File: src/aic_map.svh
// Constants of the converter input configuration block
// Assumes inclusion by bare name from design files
`ifndef AIC_MAP_SVH
`define AIC_MAP_SVH
`define AIC_ADDR_W 3
`define AIC_SCLK_TRACK_EDGE 4'd13
`define AIC_SCLK_DONE_EDGE 4'd14
`define AIC_RANGE_FREE_FALL 4'd3
`define AIC_CODE_STEPS 13'h1000
`define AIC_SEL_NONE 3'h0
`define AIC_LSB_SINGLE 3'h1
`endif

File: src/aic_pkg.sv
// Types of the converter input configuration block
// Assumes aic_map.svh holds the numeric constants
package aic_pkg;
	typedef enum logic [1:0] {AIC_SGL, AIC_FULL_DIFF, AIC_PSEUDO_DIFF} aic_mode_t;
	typedef enum logic [1:0] {AIC_ST_IDLE, AIC_ST_HOLD, AIC_ST_TAIL} aic_state_t;
	typedef struct packed {
		aic_mode_t mode;
		logic [2:0] pos_sel;
		logic [2:0] neg_sel;
		logic twos_comp;
		logic range_dbl;
		logic [2:0] lsb_mult;
	} aic_cfg_t;
endpackage

File: src/aic_core.sv
// Input selection, coding and track timing of a dual sampling converter
// Assumes pins from a host on asynchronous timing; clk_i much faster than sclk
`timescale 1ns/10ps
`include "aic_map.svh"
module aic_core #(
	parameter int ADDR_W = 3
) (
	// Clock and reset
	input wire logic clk_i,
	input wire logic rst_n_i,
	// Host pins
	input wire logic cs_n_i,
	input wire logic sclk_i,
	input wire logic input_type_select_i,
	input wire logic [ADDR_W-1:0] channel_address_bits_i,
	input wire logic range_i,
	// Live selection for the multiplexers
	output aic_pkg::aic_cfg_t live_cfg_o,
	// Captured set of the running conversion
	output aic_pkg::aic_cfg_t conv_cfg_o,
	output logic converting_o,
	output logic tracking_o,
	output logic conv_start_o,
	output logic acq_restart_o,
	output logic conv_done_o
);
	// Decoder is written for exactly three address bits
	if (ADDR_W != `AIC_ADDR_W) begin : g_addr_check
		$error("aic_core: channel address width must be three bits");
	end

	// Synchronised pins
	logic [6:0] pins;
	logic cs_n_s;
	logic sclk_s;
	logic sgl_s;
	logic rng_s;
	logic [2:0] adr_s;

	// Edge detection on select and serial clock
	logic cs_prev_ff;
	logic sclk_prev_ff;
	logic cs_fall;
	logic cs_rise;
	logic sclk_rise;
	logic sclk_fall;

	// Frame control state
	aic_pkg::aic_state_t state_ff;
	aic_pkg::aic_state_t nxt_state;
	logic [3:0] rise_cnt_ff;
	logic [3:0] nxt_rise_cnt;
	logic [3:0] fall_cnt_ff;
	logic [3:0] nxt_fall_cnt;
	logic converting_ff;
	logic nxt_converting;
	logic tracking_ff;
	logic nxt_tracking;
	logic start_ff;
	logic nxt_start;
	logic restart_ff;
	logic nxt_restart;
	logic done_ff;
	logic nxt_done;

	// Selection sets: live, captured, and the two decoded views
	aic_pkg::aic_cfg_t live_ff;
	aic_pkg::aic_cfg_t nxt_live;
	aic_pkg::aic_cfg_t conv_ff;
	aic_pkg::aic_cfg_t nxt_conv;
	aic_pkg::aic_cfg_t now_cfg;
	aic_pkg::aic_cfg_t held_cfg;

	// Pin decode shared by the live view and the capture
	function automatic aic_pkg::aic_cfg_t aic_decode(
		input logic sgl,
		input logic [2:0] adr,
		input logic rng
	);
		aic_pkg::aic_cfg_t c;
		logic full;
		c = '0;
		full = 1'b0;
		if (sgl) begin
			// Six inputs against ground, same input on both converters
			c.mode = aic_pkg::AIC_SGL;
			if (adr <= 3'h5) begin
				c.pos_sel = adr + 3'h1;
			end else begin
				c.pos_sel = `AIC_SEL_NONE; // Unused codes select nothing
			end
			c.neg_sel = `AIC_SEL_NONE;
		end else begin
			// Three pairs; low bit picks full or pseudo
			c.mode = adr[0] ? aic_pkg::AIC_PSEUDO_DIFF : aic_pkg::AIC_FULL_DIFF;
			full = !adr[0];
			if (adr[2:1] != 2'h3) begin
				c.pos_sel = {adr[2:1], 1'b1};
				c.neg_sel = {adr[2:1], 1'b0} + 3'h2;
			end else begin
				c.pos_sel = `AIC_SEL_NONE;
				c.neg_sel = `AIC_SEL_NONE;
			end
		end
		c.range_dbl = rng;
		// Straight binary only for single or pseudo on single range
		c.twos_comp = rng | full;
		// Step weight doubles per double range and per full differential
		c.lsb_mult = `AIC_LSB_SINGLE << ({1'b0, rng} + {1'b0, full});
		return c;
	endfunction

	// Every pin, select and clock included, sees the same latency
	aic_sync #(.WIDTH(7)) u_sync (
		.clk_i(clk_i),
		.rst_n_i(rst_n_i),
		.pin_i({cs_n_i, sclk_i, input_type_select_i, channel_address_bits_i, range_i}),
		.sync_o(pins)
	);
	assign {cs_n_s, sclk_s, sgl_s, adr_s, rng_s} = pins;

	// Edges against last cycle's synchronised level
	always_comb begin
		cs_fall = cs_prev_ff & ~cs_n_s;
		cs_rise = ~cs_prev_ff & cs_n_s;
		sclk_rise = ~sclk_prev_ff & sclk_s;
		sclk_fall = sclk_prev_ff & ~sclk_s;
	end

	// Reset low: synchroniser also resets low, so no false fall
	always_ff @(posedge clk_i or negedge rst_n_i) begin
		if (!rst_n_i) begin
			cs_prev_ff <= 1'b0;
			sclk_prev_ff <= 1'b0;
		end else begin
			cs_prev_ff <= cs_n_s;
			sclk_prev_ff <= sclk_s;
		end
	end

	// Frame sequencing, capture and coding choice
	always_comb begin
		now_cfg = aic_decode(sgl_s, adr_s, rng_s);
		held_cfg = aic_decode(sgl_s, adr_s, conv_ff.range_dbl);
		nxt_live = now_cfg;
		nxt_conv = conv_ff;
		nxt_state = state_ff;
		nxt_rise_cnt = rise_cnt_ff;
		nxt_fall_cnt = fall_cnt_ff;
		nxt_converting = converting_ff;
		nxt_tracking = tracking_ff;
		nxt_start = 1'b0;
		nxt_restart = 1'b0;
		nxt_done = 1'b0;
		case (state_ff)
			aic_pkg::AIC_ST_IDLE: begin
				if (cs_fall) begin
					// Sample both converters at the select fall
					nxt_state = aic_pkg::AIC_ST_HOLD;
					nxt_conv = now_cfg;
					nxt_rise_cnt = 4'h0;
					nxt_fall_cnt = 4'h0;
					nxt_converting = 1'b1;
					nxt_tracking = 1'b0;
					nxt_start = 1'b1;
				end
			end
			aic_pkg::AIC_ST_HOLD: begin
				if (cs_rise) begin
					// Cut frame: give up and go back to tracking
					nxt_state = aic_pkg::AIC_ST_IDLE;
					nxt_converting = 1'b0;
					nxt_tracking = 1'b1;
				end else begin
					if (sclk_fall) begin
						nxt_fall_cnt = fall_cnt_ff + 4'h1;
					end
					if (sclk_rise) begin
						nxt_rise_cnt = rise_cnt_ff + 4'h1;
						if (nxt_rise_cnt == `AIC_SCLK_TRACK_EDGE) begin
							nxt_tracking = 1'b1;
							nxt_state = aic_pkg::AIC_ST_TAIL;
						end
					end
					// Range may legally move late, so keep the captured range
					if (held_cfg.mode != conv_ff.mode) begin
						nxt_restart = 1'b1;
						nxt_conv = held_cfg;
					end
				end
			end
			aic_pkg::AIC_ST_TAIL: begin
				if (cs_rise) begin
					nxt_state = aic_pkg::AIC_ST_IDLE;
					nxt_converting = 1'b0;
				end else if (sclk_fall) begin
					nxt_fall_cnt = fall_cnt_ff + 4'h1;
					if (nxt_fall_cnt == `AIC_SCLK_DONE_EDGE) begin
						nxt_done = 1'b1;
						nxt_converting = 1'b0;
						nxt_state = aic_pkg::AIC_ST_IDLE;
					end
				end
			end
			default: begin
				nxt_state = aic_pkg::AIC_ST_IDLE;
			end
		endcase
	end

	// Register the frame and selection state
	always_ff @(posedge clk_i or negedge rst_n_i) begin
		if (!rst_n_i) begin
			state_ff <= aic_pkg::AIC_ST_IDLE;
			rise_cnt_ff <= 4'h0;
			fall_cnt_ff <= 4'h0;
			converting_ff <= 1'b0;
			tracking_ff <= 1'b1;
			start_ff <= 1'b0;
			restart_ff <= 1'b0;
			done_ff <= 1'b0;
			live_ff <= '0;
			conv_ff <= '0;
		end else begin
			state_ff <= nxt_state;
			rise_cnt_ff <= nxt_rise_cnt;
			fall_cnt_ff <= nxt_fall_cnt;
			converting_ff <= nxt_converting;
			tracking_ff <= nxt_tracking;
			start_ff <= nxt_start;
			restart_ff <= nxt_restart;
			done_ff <= nxt_done;
			live_ff <= nxt_live;
			conv_ff <= nxt_conv;
		end
	end

	// Outputs straight from flops
	assign live_cfg_o = live_ff;
	assign conv_cfg_o = conv_ff;
	assign converting_o = converting_ff;
	assign tracking_o = tracking_ff;
	assign conv_start_o = start_ff;
	assign acq_restart_o = restart_ff;
	assign conv_done_o = done_ff;
endmodule

File: src/aic_sync.sv
// Three-stage pin synchroniser, second and third stage agreement
// Assumes asynchronous pins and one clock
`timescale 1ns/10ps
`include "aic_map.svh"
module aic_sync #(
	parameter int WIDTH = 1
) (
	// Clock and reset
	input wire logic clk_i,
	input wire logic rst_n_i,
	// Pins
	input wire logic [WIDTH-1:0] pin_i,
	output logic [WIDTH-1:0] sync_o
);
	logic [WIDTH-1:0] s1_ff, s2_ff, s3_ff, sync_ff;
	logic [WIDTH-1:0] nxt_sync;
	// Accept a change only once two late stages agree
	always_comb begin
		nxt_sync = sync_ff;
		for (int i = 0; i < WIDTH; i++) begin
			if (s2_ff[i] == s3_ff[i]) begin
				nxt_sync[i] = s3_ff[i];
			end
		end
	end
	// First stage feeds only the second
	always_ff @(posedge clk_i or negedge rst_n_i) begin
		if (!rst_n_i) begin
			s1_ff <= '0;
			s2_ff <= '0;
			s3_ff <= '0;
			sync_ff <= '0;
		end else begin
			s1_ff <= pin_i;
			s2_ff <= s1_ff;
			s3_ff <= s2_ff;
			sync_ff <= nxt_sync;
		end
	end
	assign sync_o = sync_ff;
endmodule

File: config.mk
export PLATFORM = sky130hd
export DESIGN_NAME = aic_core
export DESIGN_NICKNAME = d
export VERILOG_FILES = /design/src/aic_pkg.sv /design/src/aic_core.sv /design/src/aic_sync.sv
export VERILOG_INCLUDE_DIRS = /design/src
export SDC_FILE = /design/constraint.sdc
export NUM_CORES = 1
export LEC_CHECK = 0
export ABC_AREA = 1
export BUFFER_PORTS_ARGS = -buffer_cell sky130_fd_sc_hd__buf_4
export CORE_ASPECT_RATIO = 0.5
export CORE_MARGIN = 8
export CORE_UTILIZATION = 61
export CTS_BUF_LIST = sky130_fd_sc_hd__clkbuf_16
export CTS_CLUSTER_SIZE = 40
export DETAILED_ROUTE_END_ITERATION = 8
export PLACE_DENSITY = 0.86
export REMOVE_ABC_BUFFERS = 1
export SLEW_MARGIN = 20
export SYNTH_ARGS = -nofsm -noshare
export SYNTH_HDL_FRONTEND = slang
export SYNTH_HIERARCHICAL = 1
export SYNTH_SLANG_ARGS = --single-unit
File: constraint.sdc
create_clock -name clk_i -period 3.4 [get_ports clk_i]
set_input_delay 0.51 -clock clk_i [delete_from_list [all_inputs] [get_ports clk_i]]
set_output_delay 0.51 -clock clk_i [all_outputs]
set_load 0.05 [all_outputs]
# Yosys cells after proc, flatten, opt, wreduce, memory -nomap -nowiden
# Cells that the tools add are included.
op_classes:
  n_reduce_logical: 13
  order_cmp: 1
  n_mux: 44
  n_shift: 2
  bitwise_logic: 11
  eq_ne: 24
  addsub: 6
op_table:
  columns: ["op", "n"]
  rows:
  - ["two-way mux 13 bit", 3]
  - ["one-hot mux 13 bit (2 select lines)", 1]
  - ["two-way mux 4 bit", 5]
  - ["two-way mux 1 bit", 19]
  - ["two-way mux 2 bit", 8]
  - ["one-hot mux 4 bit (2 select lines)", 2]
  - ["AND reduction 4 bit", 4]
  - ["inequality test 2 bit (second input constant)", 7]
  - ["inequality test 3 bit (second input constant)", 4]
  - ["AND reduction 5 bit", 2]
  - ["adder 4 x 1 -> 4 bit (second input constant)", 2]
  - ["== test 4 bit (second input constant)", 2]
  - ["two-way mux 8 bit", 1]
  - ["== test 1 bit", 7]
  - ["two-way mux 6 bit", 1]
  - ["one-hot mux 2 bit (3 select lines)", 1]
  - ["left shift 1 x 2 -> 3 bit (first input constant)", 2]
  - ["NOT 1 bit", 5]
  - ["adder 1 x 1 -> 2 bit", 2]
  - ["bitwise AND 1 bit", 4]
  - ["nonzero test 2 bit", 2]
  - ["adder 3 x 1 -> 3 bit (second input constant)", 1]
  - ["adder 3 x 2 -> 3 bit (second input constant)", 1]
  - ["less-or-equal comparator 3 bit (second input constant)", 1]
  - ["13 further kinds", 14]
totals:
  elab_cells: 133
  in_bits: 9
  out_inout_bits: 31
  regBits: 71

# Depth between registers and ports, before layout
# Gate-level depths: netlist of the first run.
logic_depth:
  word_depth: 7
  mapped_depth: 10

# Modules after synthesis
# Netlist of the first run, hierarchy kept.
by_module_without_submodules:
  columns: ["mod", "seq_area_each_um2", "cells_each", "instances", "area_each_um2"]
  rows:
  - ["aic_core", 1027.2, 219, 1, 2105.8]
  - ["aic_sync", 700.7, 56, 1, 814.5]

# Least setup slack after synthesis of the first run
# No wires, ideal clock.
synth_path:
  path_kind: "register to register"
  startpoint: "register state_ff[1]"
  endpoint: "register conv_ff (netlist bit conv_cfg_o[6])"
  t_arrival_ns: 1.515
  slack_ns: 1.768
  path_buffers: 2
  path_stages_with_launch: 11
  synth_period_minus_slack_ns: 1.632
  t_required_ns: 3.283
  cell_sequence: "dfrtp_1 -> inv_1 -> ha_1 -> buf_6 -> inv_1 -> nand2_1 -> a21oi_4 -> nand2_4 -> buf_12 -> nand2_2 -> nand2_2"
synth_between:
  elab_chain_cells: 3
synth_lines:
  columns: ["element", "line_no", "source"]
  rows:
  - ["start: declaration", "aic_core.sv:49", "aic_pkg::aic_state_t state_ff;"]
  - ["start signal: assignment", "aic_core.sv:214", "state_ff <= aic_pkg::AIC_ST_IDLE;"]
  - ["start signal: assignment", "aic_core.sv:225", "state_ff <= nxt_state;"]
  - ["== test 2 x 1 -> 1 bit / logical NOT 2 bit (equally long branches)", "aic_core.sv:155", "case (state_ff)"]
  - ["inequality test 2 bit (no line) / nonzero test 2 bit (equally long branches)", null, null]
  - ["AND reduction 4 bit (no line)", null, null]
  - ["end signal: assignment", "aic_core.sv:234", "conv_ff <= nxt_conv;"]
  - ["end: declaration", "aic_core.sv:69", "aic_pkg::aic_cfg_t conv_ff;"]
# Several ways; a longest one is shown, not always the timed one.
# A chain may end at the register's enable or synchronous reset.

# Worst setup path in the final report of the first run
layout_path:
  startpoint: "register state_ff[1]"
  endpoint: "register rise_cnt_ff[3]"
layout_between:
  elab_chain_cells: 3
layout_lines:
  columns: ["element", "line_no", "source"]
  rows:
  - ["== test 2 x 1 -> 1 bit / logical NOT 2 bit (equally long branches)", "aic_core.sv:155", null]
  - ["inequality test 2 bit (no line) / nonzero test 2 bit (equally long branches)", null, null]
  - ["AND reduction 4 bit (no line)", null, null]
  - ["end signal: assignment", "aic_core.sv:226", "rise_cnt_ff <= nxt_rise_cnt;"]
  - ["end: declaration", "aic_core.sv:51", "logic [3:0] rise_cnt_ff;"]
# Several ways; a longest one is shown, not always the timed one.

==> impl_metrics.json, run 1 <==
{
  "fp.dieH_um": 64.9,
  "path_cells": "inv_1 -> ha_1 -> nand2_1 -> a21oi_4 -> nand2_2 -> nor2_2 -> nand2_1 -> o21ai_0",
  "rsz0062_at_grt": "no",
  "seqPwrFrac_pct": 33.5,
  "finClkSkew_ns": 0.00470,
  "cts_resized": 0,
  "cts_sinks": 69,
  "min_path_type": "in -> async",
  "grt_max_degree": 70,
  "tightestPinTransition_ns": 0.830,
  "synth_largest_type_area_fraction_pct": 58.3,
  "vias": 2074,
  "synth.area.top_cells": "dfrtp_1, ha_1, nand2_1",
  "io_buffer_count": 37,
  "fin_crit_ns": 2.21,
  "drc": 0,
  "cpMostUsedCell": "nand2_1",
  "cts_setup_buffers": 0,
  "synth_area_leader_cell": "dfrtp_1",
  "critPathCaptureType": "register",
  "synth_cells": 275,
  "postCtsHoldBufs": 0,
  "cts_tree": "yes",
  "core-area_um2": 4510,
  "initial_core_util_pct": 64.8,
  "finalCritPeriodShare_pct": 65.1,
  "finalMaxSlewViolations": 0,
  "routedWlPerCell_um": 15.8,
  "drt_iter0_markers": 174,
  "placed_cell_area_um2": 3230,
  "hold_viol": 0,
  "cap_violations": 0,
  "path_clk_slew_ns": 0.05,
  "p_switching_w": 0.00142,
  "num_io_pins": 40,
  "cts_root_buffer": "clkbuf_16",
  "setup_viol": 0,
  "fillerInstances": 267,
  "ys_types": 28,
  "grt_pass1_vias": 2140,
  "power.static_leakage_nw": 1.82,
  "crit_slowest_cell": "ha_1",
  "htree_levels": 3,
  "routed_via_density": 5.32,
  "clk_latency_ns": 0.32,
  "seqCellArea_um2": 1730,
  "status": "completed",
  "cp-start-kind": "register",
  "relSlewSlack_pct": 44.6,
  "max_freq_mhz": 452,
  "ys_warn_count": 6,
  "grt-ovfl-total": 0,
  "cpPeakStageDelay_ns": 0.47,
  "cp_max_fo": 10,
  "peakVddDrop_mv": 0.425,
  "hpwl_mm": 4.01,
  "clock_path_buffers": 2,
  "drt_wl_total_mm": 6.16,
  "drive_gt1_share_pct": 23.5,
  "die_w_um": 114,
  "synth-seq-cells": 69,
  "p_total_w": 0.00336,
  "synth.cell_area_um2": 2920,
  "track_usage_pct": 17.6,
  "setup-tns-final_ns": 0,
  "multi_input_area_um2": 988,
  "placed_cells": 374,
  "gp_congestion": 0.836,
  "hold_slack_ns": 0.292,
  "final_design_area_no_fill_um2": 3520,
  "nNetsFinal": 346,
  "swShare_pct": 42.3,
  "required_ns": 3.63,
  "crit_arrival_ns": 2.44,
  "rows": 17,
  "cts_inserted_buffers": 9,
  "syn_area_per_cell_um2": 10.6,
  "powerDensity_nw_per_um2": 953,
  "criticalPathCategory": "reg -> reg",
  "grt_pass1_wl_mm": 10.0,
  "die_area_um2": 7390,
  "internal_power_w": 0.00194,
  "combPwrFrac_pct": 39.9,
  "dr.pass1.iters": 5,
  "antenna_found_initial": 0,
  "n_antenna_cell": 0,
  "ant_nets": 0,
  "area_delta_synth_final_pct": 20.6,
  "p_clk_share_pct": 26.6,
  "synth_seq_area_share_pct": 59.2,
  "layout.cells.non_filler": 390
}
==> power by group through the flow <==
stage / Combinational [W] / Clock [W] / Sequential [W]
floorplan: 0.000596 / 0 / 0.00146
global placement: 0.00124 / 0 / 0.00112
detailed placement: 0.00130 / 0 / 0.00113
CTS: 0.00134 / 0.000905 / 0.00112
global route: 0.00144 / 0.000948 / 0.00114
finish: 0.00134 / 0.000892 / 0.00113
==> state kept, by name (all words and copies together) (netlist names), 2 cells and up <==
register,count
conv_cfg_o,12
live_cfg_o,12
u_sync/s1_ff,7
u_sync/s2_ff,7
u_sync/s3_ff,7
u_sync/sync_o,7
fall_cnt_ff,4
rise_cnt_ff,4
state_ff,2
==> cell type report <==
type / count / share of cell area (%)
timing repair buffer: 37 / 7.89
inverter: 41 / 4.37
sequential: 69 / 49.1
tap: 66 / 2.35
clock inverter: 7 / 1.85
clock buffer: 9 / 6.40
multi-input combinational: 161 / 28.1
==> per-stage QoR <==
step / setup slack, ns / utilization, %
after floorplan: 1.69 / -
final: 1.19 / 78.1
after detailed placement: 1.29 / 71.6
after global routing: 1.09 / 78.1
after global placement: 1.56 / 71.6
after CTS: 1.25 / 78.1
==> cell usage after synthesis, drive strengths merged <==
cell type	count
dfrtp	68
nand2	65
inv	41
ha	18
nand3	18
o21ai	18
nor2	15
a21oi	11
buf	5
xor2	4
mux2i	3
nand4	3
nor3	2
a22o	1
a22oi	1
conb	1
dfstp	1
==> kinds of logic after synthesis <==
group,Yosys count,synth area share [%]
AND/OR/NAND/NOR,103,16.1
AO/OA/AOI/OAI,31,6.68
other,1,0.128
flip-flops,69,59.2
XOR/XNOR,4,2.10
buffers and inverters,46,7.11
multiplexers,3,1.03
adder cells (fa/ha/maj),18,7.71
==> worst paths after layout <==
kind,from,end,slack (ns),cells past startpoint
worst min-delay path,rst_n_i,u_sync/s2_ff[6]$_DFF_PN0_,0.29,1
worst max register to register,state_ff[1]$_DFFE_PN0P_,rise_cnt_ff[3]$_DFFE_PN0P_,1.19,8
worst min register to register,u_sync/s1_ff[3]$_DFF_PN0_,u_sync/s2_ff[3]$_DFF_PN0_,0.35,0
worst max-delay path,state_ff[1]$_DFFE_PN0P_,rise_cnt_ff[3]$_DFFE_PN0P_,1.19,8
max in group asynchronous,rst_n_i,u_sync/s3_ff[1]$_DFF_PN0_,2.57,1
min in group clk_i,channel_address_bits_i[2],u_sync/s1_ff[3]$_DFF_PN0_,0.29,1
==> cells in the final DEF, fill, tap and decap left out, drive strengths merged <==
master,netlist,final
dfstp,1,1
ha,18,18
buf,5,37
xor2,4,4
nor2,15,15
o21ai,18,18
dfrtp,68,68
nor3,2,2
nand3,18,18
inv,41,42
a21oi,11,11
a22oi,1,1
nand2,65,65
clkbuf,0,9
bufinv,0,1
conb,1,2
nand4,3,3
mux2i,3,3
clkinv,0,5
a22o,1,1
==> critical path, delay by kind of cell (launching register included) <==
family	cells	cell delay [ns]
AOI/OAI and AO/OA	2	0.43
adders and majority gates	1	0.47
buffers and inverters	1	0.12
DFF	1	0.41
and+or+nand+nor	4	0.68
==> per-layer routing <==
layer	share of wire, %	GRT usage, %
met4	3.5	8.70
met1	38	17.9
met5	0	0
met3	6.5	6.65
met2	52	31.8
No activity file was read; power rests on OpenSTA's default activity.
==> run 2, diff against run 1 <==
--- a/config.mk
+++ b/config.mk
@@ -10,11 +10,11 @@
 export BUFFER_PORTS_ARGS = -buffer_cell sky130_fd_sc_hd__buf_4
 export CORE_ASPECT_RATIO = 0.5
 export CORE_MARGIN = 8
-export CORE_UTILIZATION = 61
+export CORE_UTILIZATION = 51
 export CTS_BUF_LIST = sky130_fd_sc_hd__clkbuf_16
 export CTS_CLUSTER_SIZE = 40
 export DETAILED_ROUTE_END_ITERATION = 8
-export PLACE_DENSITY = 0.86
+export PLACE_DENSITY = 0.77
 export REMOVE_ABC_BUFFERS = 1
 export SLEW_MARGIN = 20
 export SYNTH_ARGS = -nofsm -noshare
==> constraint.sdc (replaced) <==
create_clock -name clk_i -period 1.8 [get_ports clk_i]
set_input_delay 0.27 -clock clk_i [delete_from_list [all_inputs] [get_ports clk_i]]
set_output_delay 0.27 -clock clk_i [all_outputs]
set_load 0.05 [all_outputs]
==> run 2 against run 1 <==
Clock skew rose by 0.00089 ns. Power up 92%. Critical path depth rose by 1. Cell area up 3.3%. Clock-buffer cell count is the same. Sequential power is 87% higher. Die area is 16% higher. Combinational power increased by 95%. Wire length shrank 12%. Register-to-register slack got worse by 1.1 ns. Flip-flop and latch count stayed put. Sequential share of layout area shrank 1.6 points. Critical path type unchanged. Largest power group unchanged.
==> impl_metrics.json, run 2 (synthesis results as in run 1) <==
{
  "status": "completed",
  "vias": 1959,
  "fin_util_pct": 65.9,
  "setup-tns-final_ns": 0,
  "rows": 19,
  "num_io_pins": 40,
  "criticalPathCategory": "reg -> reg",
  "max_freq_mhz": 584,
  "n_antenna_cell": 0,
  "clk_latency_ns": 0.33,
  "drive_gt1_share_pct": 25.7,
  "hold_viol": 0,
  "grt_pass1_wl_mm": 9.50,
  "required_ns": 2.05,
  "rsz0062_at_grt": "no",
  "ant_nets": 0,
  "cap_violations": 0,
  "die_area_um2": 8550,
  "area_delta_synth_final_pct": 24.5,
  "routedWlPerCell_um": 13.4,
  "grt_pass1_vias": 2068,
  "final_common_cell": "dfrtp_1",
  "drc": 0,
  "clock_path_buffers": 2,
  "powerDensity_nw_per_um2": 1770,
  "drt_iter0_markers": 125,
  "min_path_type": "in -> reg",
  "finClkSkew_ns": 0.00559,
  "fin_crit_ns": 1.71,
  "peakVddDrop_mv": 1.02,
  "cts_tree": "yes",
  "finalCritPeriodShare_pct": 95.1,
  "hpwl_mm": 3.90,
  "core-area_um2": 5520,
  "antenna_found_initial": 0,
  "die_w_um": 123,
  "nNetsFinal": 353,
  "cts_root_buffer": "clkbuf_16",
  "htree_levels": 3,
  "grt-ovfl-total": 0,
  "track_usage_pct": 14.1,
  "io_buffer_count": 37,
  "dr.pass1.iters": 4,
  "gp_congestion": 0.861,
  "cp_max_fo": 18,
  "drt_wl_total_mm": 5.42,
  "cts_inserted_buffers": 9,
  "finalMaxSlewViolations": 0,
  "initial_core_util_pct": 52.9,
  "grt_max_degree": 42,
  "final_cell_mix": "dfrtp_1, nand2_1, buf_4, inv_1, ha_1",
  "path_clk_slew_ns": 0.06,
  "critPathCaptureType": "register",
  "cts_sinks": 69,
  "cp-start-kind": "register",
  "routed_via_density": 4.85,
  "crit_arrival_ns": 1.97,
  "setup_viol": 0,
  "power.static_leakage_nw": 1.85,
  "fillerInstances": 422,
  "fp.dieH_um": 69.5
}
## run 2: cell types whose count changed in the layout (fill, tap and decap cells not counted)
| cell | delta |
|---|---|
| buf_4 | +4 |
| buf_12 | +2 |
| a21oi_2 | +1 |
| clkinv_1 | -1 |
| nor2_4 | +1 |
| nand2_4 | -1 |
| a21oi_1 | -1 |
| dlygate4sd3_1 | +1 |
| nor2_2 | -1 |
| inv_2 | +1 |
| clkinvlp_4 | +3 |
| nand2_8 | +1 |
| inv_1 | -1 |
| clkinv_2 | -2 |
## run 2: per-stage QoR
stage	worst slack, ns	cells	power, W	hold slack, ns	cell area [um^2]
detailed placement	0.0322	385	0.00459	0.228	3280
floorplan	0.0892	271	0.00388	-0.0256	2870
CTS	0.0704	402	0.00636	0.0343	3590
global placement	0.175	385	0.00449	0.223	3280
global route	0.0208	404	0.00683	0.0252	3640
finish	0.0874	404	0.00644	0.0461	3640
## run 2: layout make-up
type	count	area, um^2	area share, %
repair buffers	44	358	9.84
well taps	73	91.3	2.51
inverters	41	154	4.23
flip-flops and latches	69	1730	47.5
multi-input cells	161	1010	27.7
clock inverters	7	73.8	2.03
clock buffers	9	225	6.19
## run 2: critical path: stages, from the launching register on
cell     delay (ns)
dfrtp_1        0.40
inv_1          0.12
ha_1           0.29
inv_1          0.11
a21oi_2        0.22
a21oi_4        0.07
buf_12         0.14
nand2_8        0.14
nand2_1        0.09
o21ai_2        0.07
## run 2: layer usage
layer	wire [um]	track usage, %	up-vias
li1	-	-	954
met3	329	5.61	12
met1	2230	15.6	948
met2	2740	22.9	45
met5	0	0	-
met4	117	7.68	0
## run 2: timing repair
| item | in CTS | in global routing |
|---|---|---|
| hold buffers | 1 | 0 |
| endpoints found under the setup margin | 1 | 13 |
| gates resized for setup | 1 | 3 |
| buffers inserted | 0 | 2 |
| hold endpoints to repair | 27 | 0 |
| pin swaps | 0 | 1 |
## run 2: final timing paths
path	from	endpoint	slack (ns)	cells past startpoint
max in group asynchronous	rst_n_i	u_sync/s3_ff[1]$_DFF_PN0_	0.86	3
min	channel_address_bits_i[2]	u_sync/s1_ff[3]$_DFF_PN0_	0.05	1
max	state_ff[0]$_DFFE_PN0P_	conv_cfg_o[11]$_DFFE_PN0P_	0.09	9
max reg2reg	state_ff[0]$_DFFE_PN0P_	conv_cfg_o[11]$_DFFE_PN0P_	0.09	9
min in group asynchronous	rst_n_i	u_sync/s1_ff[5]$_DFF_PN0_	0.41	2
min reg2reg	u_sync/s1_ff[0]$_DFF_PN0_	u_sync/s2_ff[0]$_DFF_PN0_	0.35	0
## run 2: power breakdown
part / switching [W] / total, W / leakage [nW] / internal [W]
Clock: 0.000651 / 0.00172 / 0.136 / 0.00107
Combinational: 0.00175 / 0.00261 / 0.867 / 0.000857
Sequential: 0.000237 / 0.00211 / 0.851 / 0.00187
Total: 0.00264 / 0.00644 / 1.85 / 0.00380
==> run 3, diff against run 2 <==
--- a/config.mk
+++ b/config.mk
@@ -8,13 +8,13 @@
 export LEC_CHECK = 0
 export ABC_AREA = 1
 export BUFFER_PORTS_ARGS = -buffer_cell sky130_fd_sc_hd__buf_4
+export CAP_MARGIN = 30
 export CORE_ASPECT_RATIO = 0.5
-export CORE_MARGIN = 8
 export CORE_UTILIZATION = 51
 export CTS_BUF_LIST = sky130_fd_sc_hd__clkbuf_16
 export CTS_CLUSTER_SIZE = 40
 export DETAILED_ROUTE_END_ITERATION = 8
-export PLACE_DENSITY = 0.77
+export PLACE_DENSITY_LB_ADDON = 0.05
 export REMOVE_ABC_BUFFERS = 1
 export SLEW_MARGIN = 20
 export SYNTH_ARGS = -nofsm -noshare
==> run 3 against run 2 <==
Power decreased by 3.6%. Largest power group unchanged. Global-route usage up 4.0 points. Clock power decreased by 6%. Clock skew increased by 0.00067 ns. Highest routed layer unchanged. Non-clock buffer count fell by 1. Clock-buffer cell count is the same. Hold slack improved by 0.013 ns. Combinational power down 5%.
==> impl_metrics.json, run 3 (synthesis results as in run 1) <==
{
  "final_common_cell": "dfrtp_1",
  "r2r_end": "conv_cfg_o[0]$_DFFE_PN0P_",
  "worstHoldStart": "sclk_i",
  "routed_via_density": 4.67,
  "path_clk_slew_ns": 0.05,
  "holdPathEnd": "u_sync/s1_ff[5]$_DFF_PN0_",
  "clk_latency_ns": 0.31,
  "grt-ovfl-total": 0,
  "grt_pass1_vias": 1854,
  "antenna_found_initial": 0,
  "area_delta_synth_final_pct": 23.0,
  "num_io_pins": 40,
  "finalMaxSlewViolations": 0,
  "final_cell_mix": "dfrtp_1, nand2_1, inv_1, buf_4, ha_1",
  "cts_sinks": 69,
  "nNetsFinal": 352,
  "gp_congestion": 0.822,
  "die_area_um2": 6050,
  "hold_path_depth": 1,
  "setup-tns-final_ns": 0,
  "die_w_um": 109,
  "drt_iter0_markers": 52,
  "criticalPathCategory": "reg -> reg",
  "powerDensity_nw_per_um2": 1730,
  "cts_tree": "yes",
  "cts_root_buffer": "clkbuf_16",
  "finClkSkew_ns": 0.00627,
  "rows": 19,
  "drt_wl_total_mm": 4.79,
  "critPathCaptureType": "register",
  "vias": 1882,
  "drc": 0,
  "required_ns": 2.04,
  "rsz0062_at_grt": "no",
  "cap_violations": 0,
  "n_antenna_cell": 0,
  "rrSetupSlack_ns": 0.11,
  "core-area_um2": 5490,
  "cts_inserted_buffers": 9,
  "dr.pass1.iters": 4,
  "clock_path_buffers": 2,
  "setup_viol": 0,
  "initial_core_util_pct": 53.2,
  "cp_max_fo": 18,
  "fp.dieH_um": 55.5,
  "grt_pass1_wl_mm": 8.35,
  "status": "completed",
  "rr_startpoint": "state_ff[0]$_DFFE_PN0P_",
  "min_path_type": "in -> reg",
  "finalCritPeriodShare_pct": 93.7,
  "io_buffer_count": 37,
  "track_usage_pct": 18.1,
  "r2r.worst_path.cells": 8,
  "peakVddDrop_mv": 1.07,
  "drive_gt1_share_pct": 24.8,
  "hold_viol": 0,
  "routedWlPerCell_um": 11.9,
  "p_total_w": 0.00621,
  "max_freq_mhz": 593,
  "fin_crit_ns": 1.69,
  "crit_arrival_ns": 1.93,
  "grt_max_degree": 44,
  "hpwl_mm": 3.47,
  "power.static_leakage_nw": 1.85,
  "htree_levels": 3,
  "cp-start-kind": "register",
  "ant_nets": 0
}
## run 3: area by class of cell
cell class	instances	area, um^2
well taps	73	91.3
fillers	458	1900
flip-flops and latches	69	1730
multi-input cells	161	997
clock buffers	9	225
repair buffers	43	338
inverters	41	154
clock inverters	7	58.8
## run 3: critical path, stage by stage, from the launching register on
cell and delay [ns]:
dfrtp_1 0.40, inv_1 0.12, ha_1 0.27, inv_1 0.09, a21oi_2 0.23, a21oi_4 0.10
nand2_4 0.22, nand2_1 0.11, o21ai_2 0.07
## run 3: worst max-delay path by stage
stage	from	endpoint	slack, ns	depth (start not counted)
after floorplan	state_ff[1]$_DFFE_PN0P_	conv_cfg_o[10]$_DFFE_PN0P_	0.09	7
after global placement	state_ff[0]$_DFFE_PN0P_	conv_cfg_o[4]$_DFFE_PN0P_	0.05	7
after detailed placement	state_ff[0]$_DFFE_PN0P_	conv_cfg_o[0]$_DFFE_PN0P_	0.005	8
after CTS	state_ff[0]$_DFFE_PN0P_	conv_cfg_o[0]$_DFFE_PN0P_	0.06	7
after global routing	state_ff[0]$_DFFE_PN0P_	conv_cfg_o[0]$_DFFE_PN0P_	0.004	8
final	state_ff[0]$_DFFE_PN0P_	conv_cfg_o[0]$_DFFE_PN0P_	0.11	8
## run 3: what timing repair did
| item | in CTS | in global routing |
|---|---|---|
| pin swaps | 0 | 1 |
| setup endpoints to repair | 8 | 16 |
| hold endpoints to repair | 25 | 0 |
| buffers inserted | 0 | 2 |
| gates resized for setup | 1 | 3 |
| hold buffers | 1 | 0 |
## run 3: power by group
group	switching, W	internal [W]	leakage (nW)	total, W
sequential	0.000234	0.00187	0.851	0.00211
combinational	0.00169	0.000790	0.858	0.00248
clock	0.000573	0.00105	0.145	0.00162
## run 3: per-layer routing
metal	track usage, %	share of wire (%)
met5	0	0
met4	5.79	0.81
met3	5.43	3.8
met2	28.8	47
met1	23.9	48
## run 3: stage by stage
stage / hold WS, ns / utilization, % / std cells / worst slack (ns) / area, um^2
floorplan: -0.0256 / - / 271 / 0.0892 / 2870
global placement: 0.200 / 59.6 / 384 / 0.0544 / 3270
detailed placement: 0.212 / 59.6 / 384 / 0.00470 / 3270
CTS: 0.0506 / 65.0 / 401 / 0.0557 / 3570
global route: 0.0479 / 65.4 / 403 / 0.00389 / 3590
finish: 0.0592 / 65.4 / 403 / 0.114 / 3590
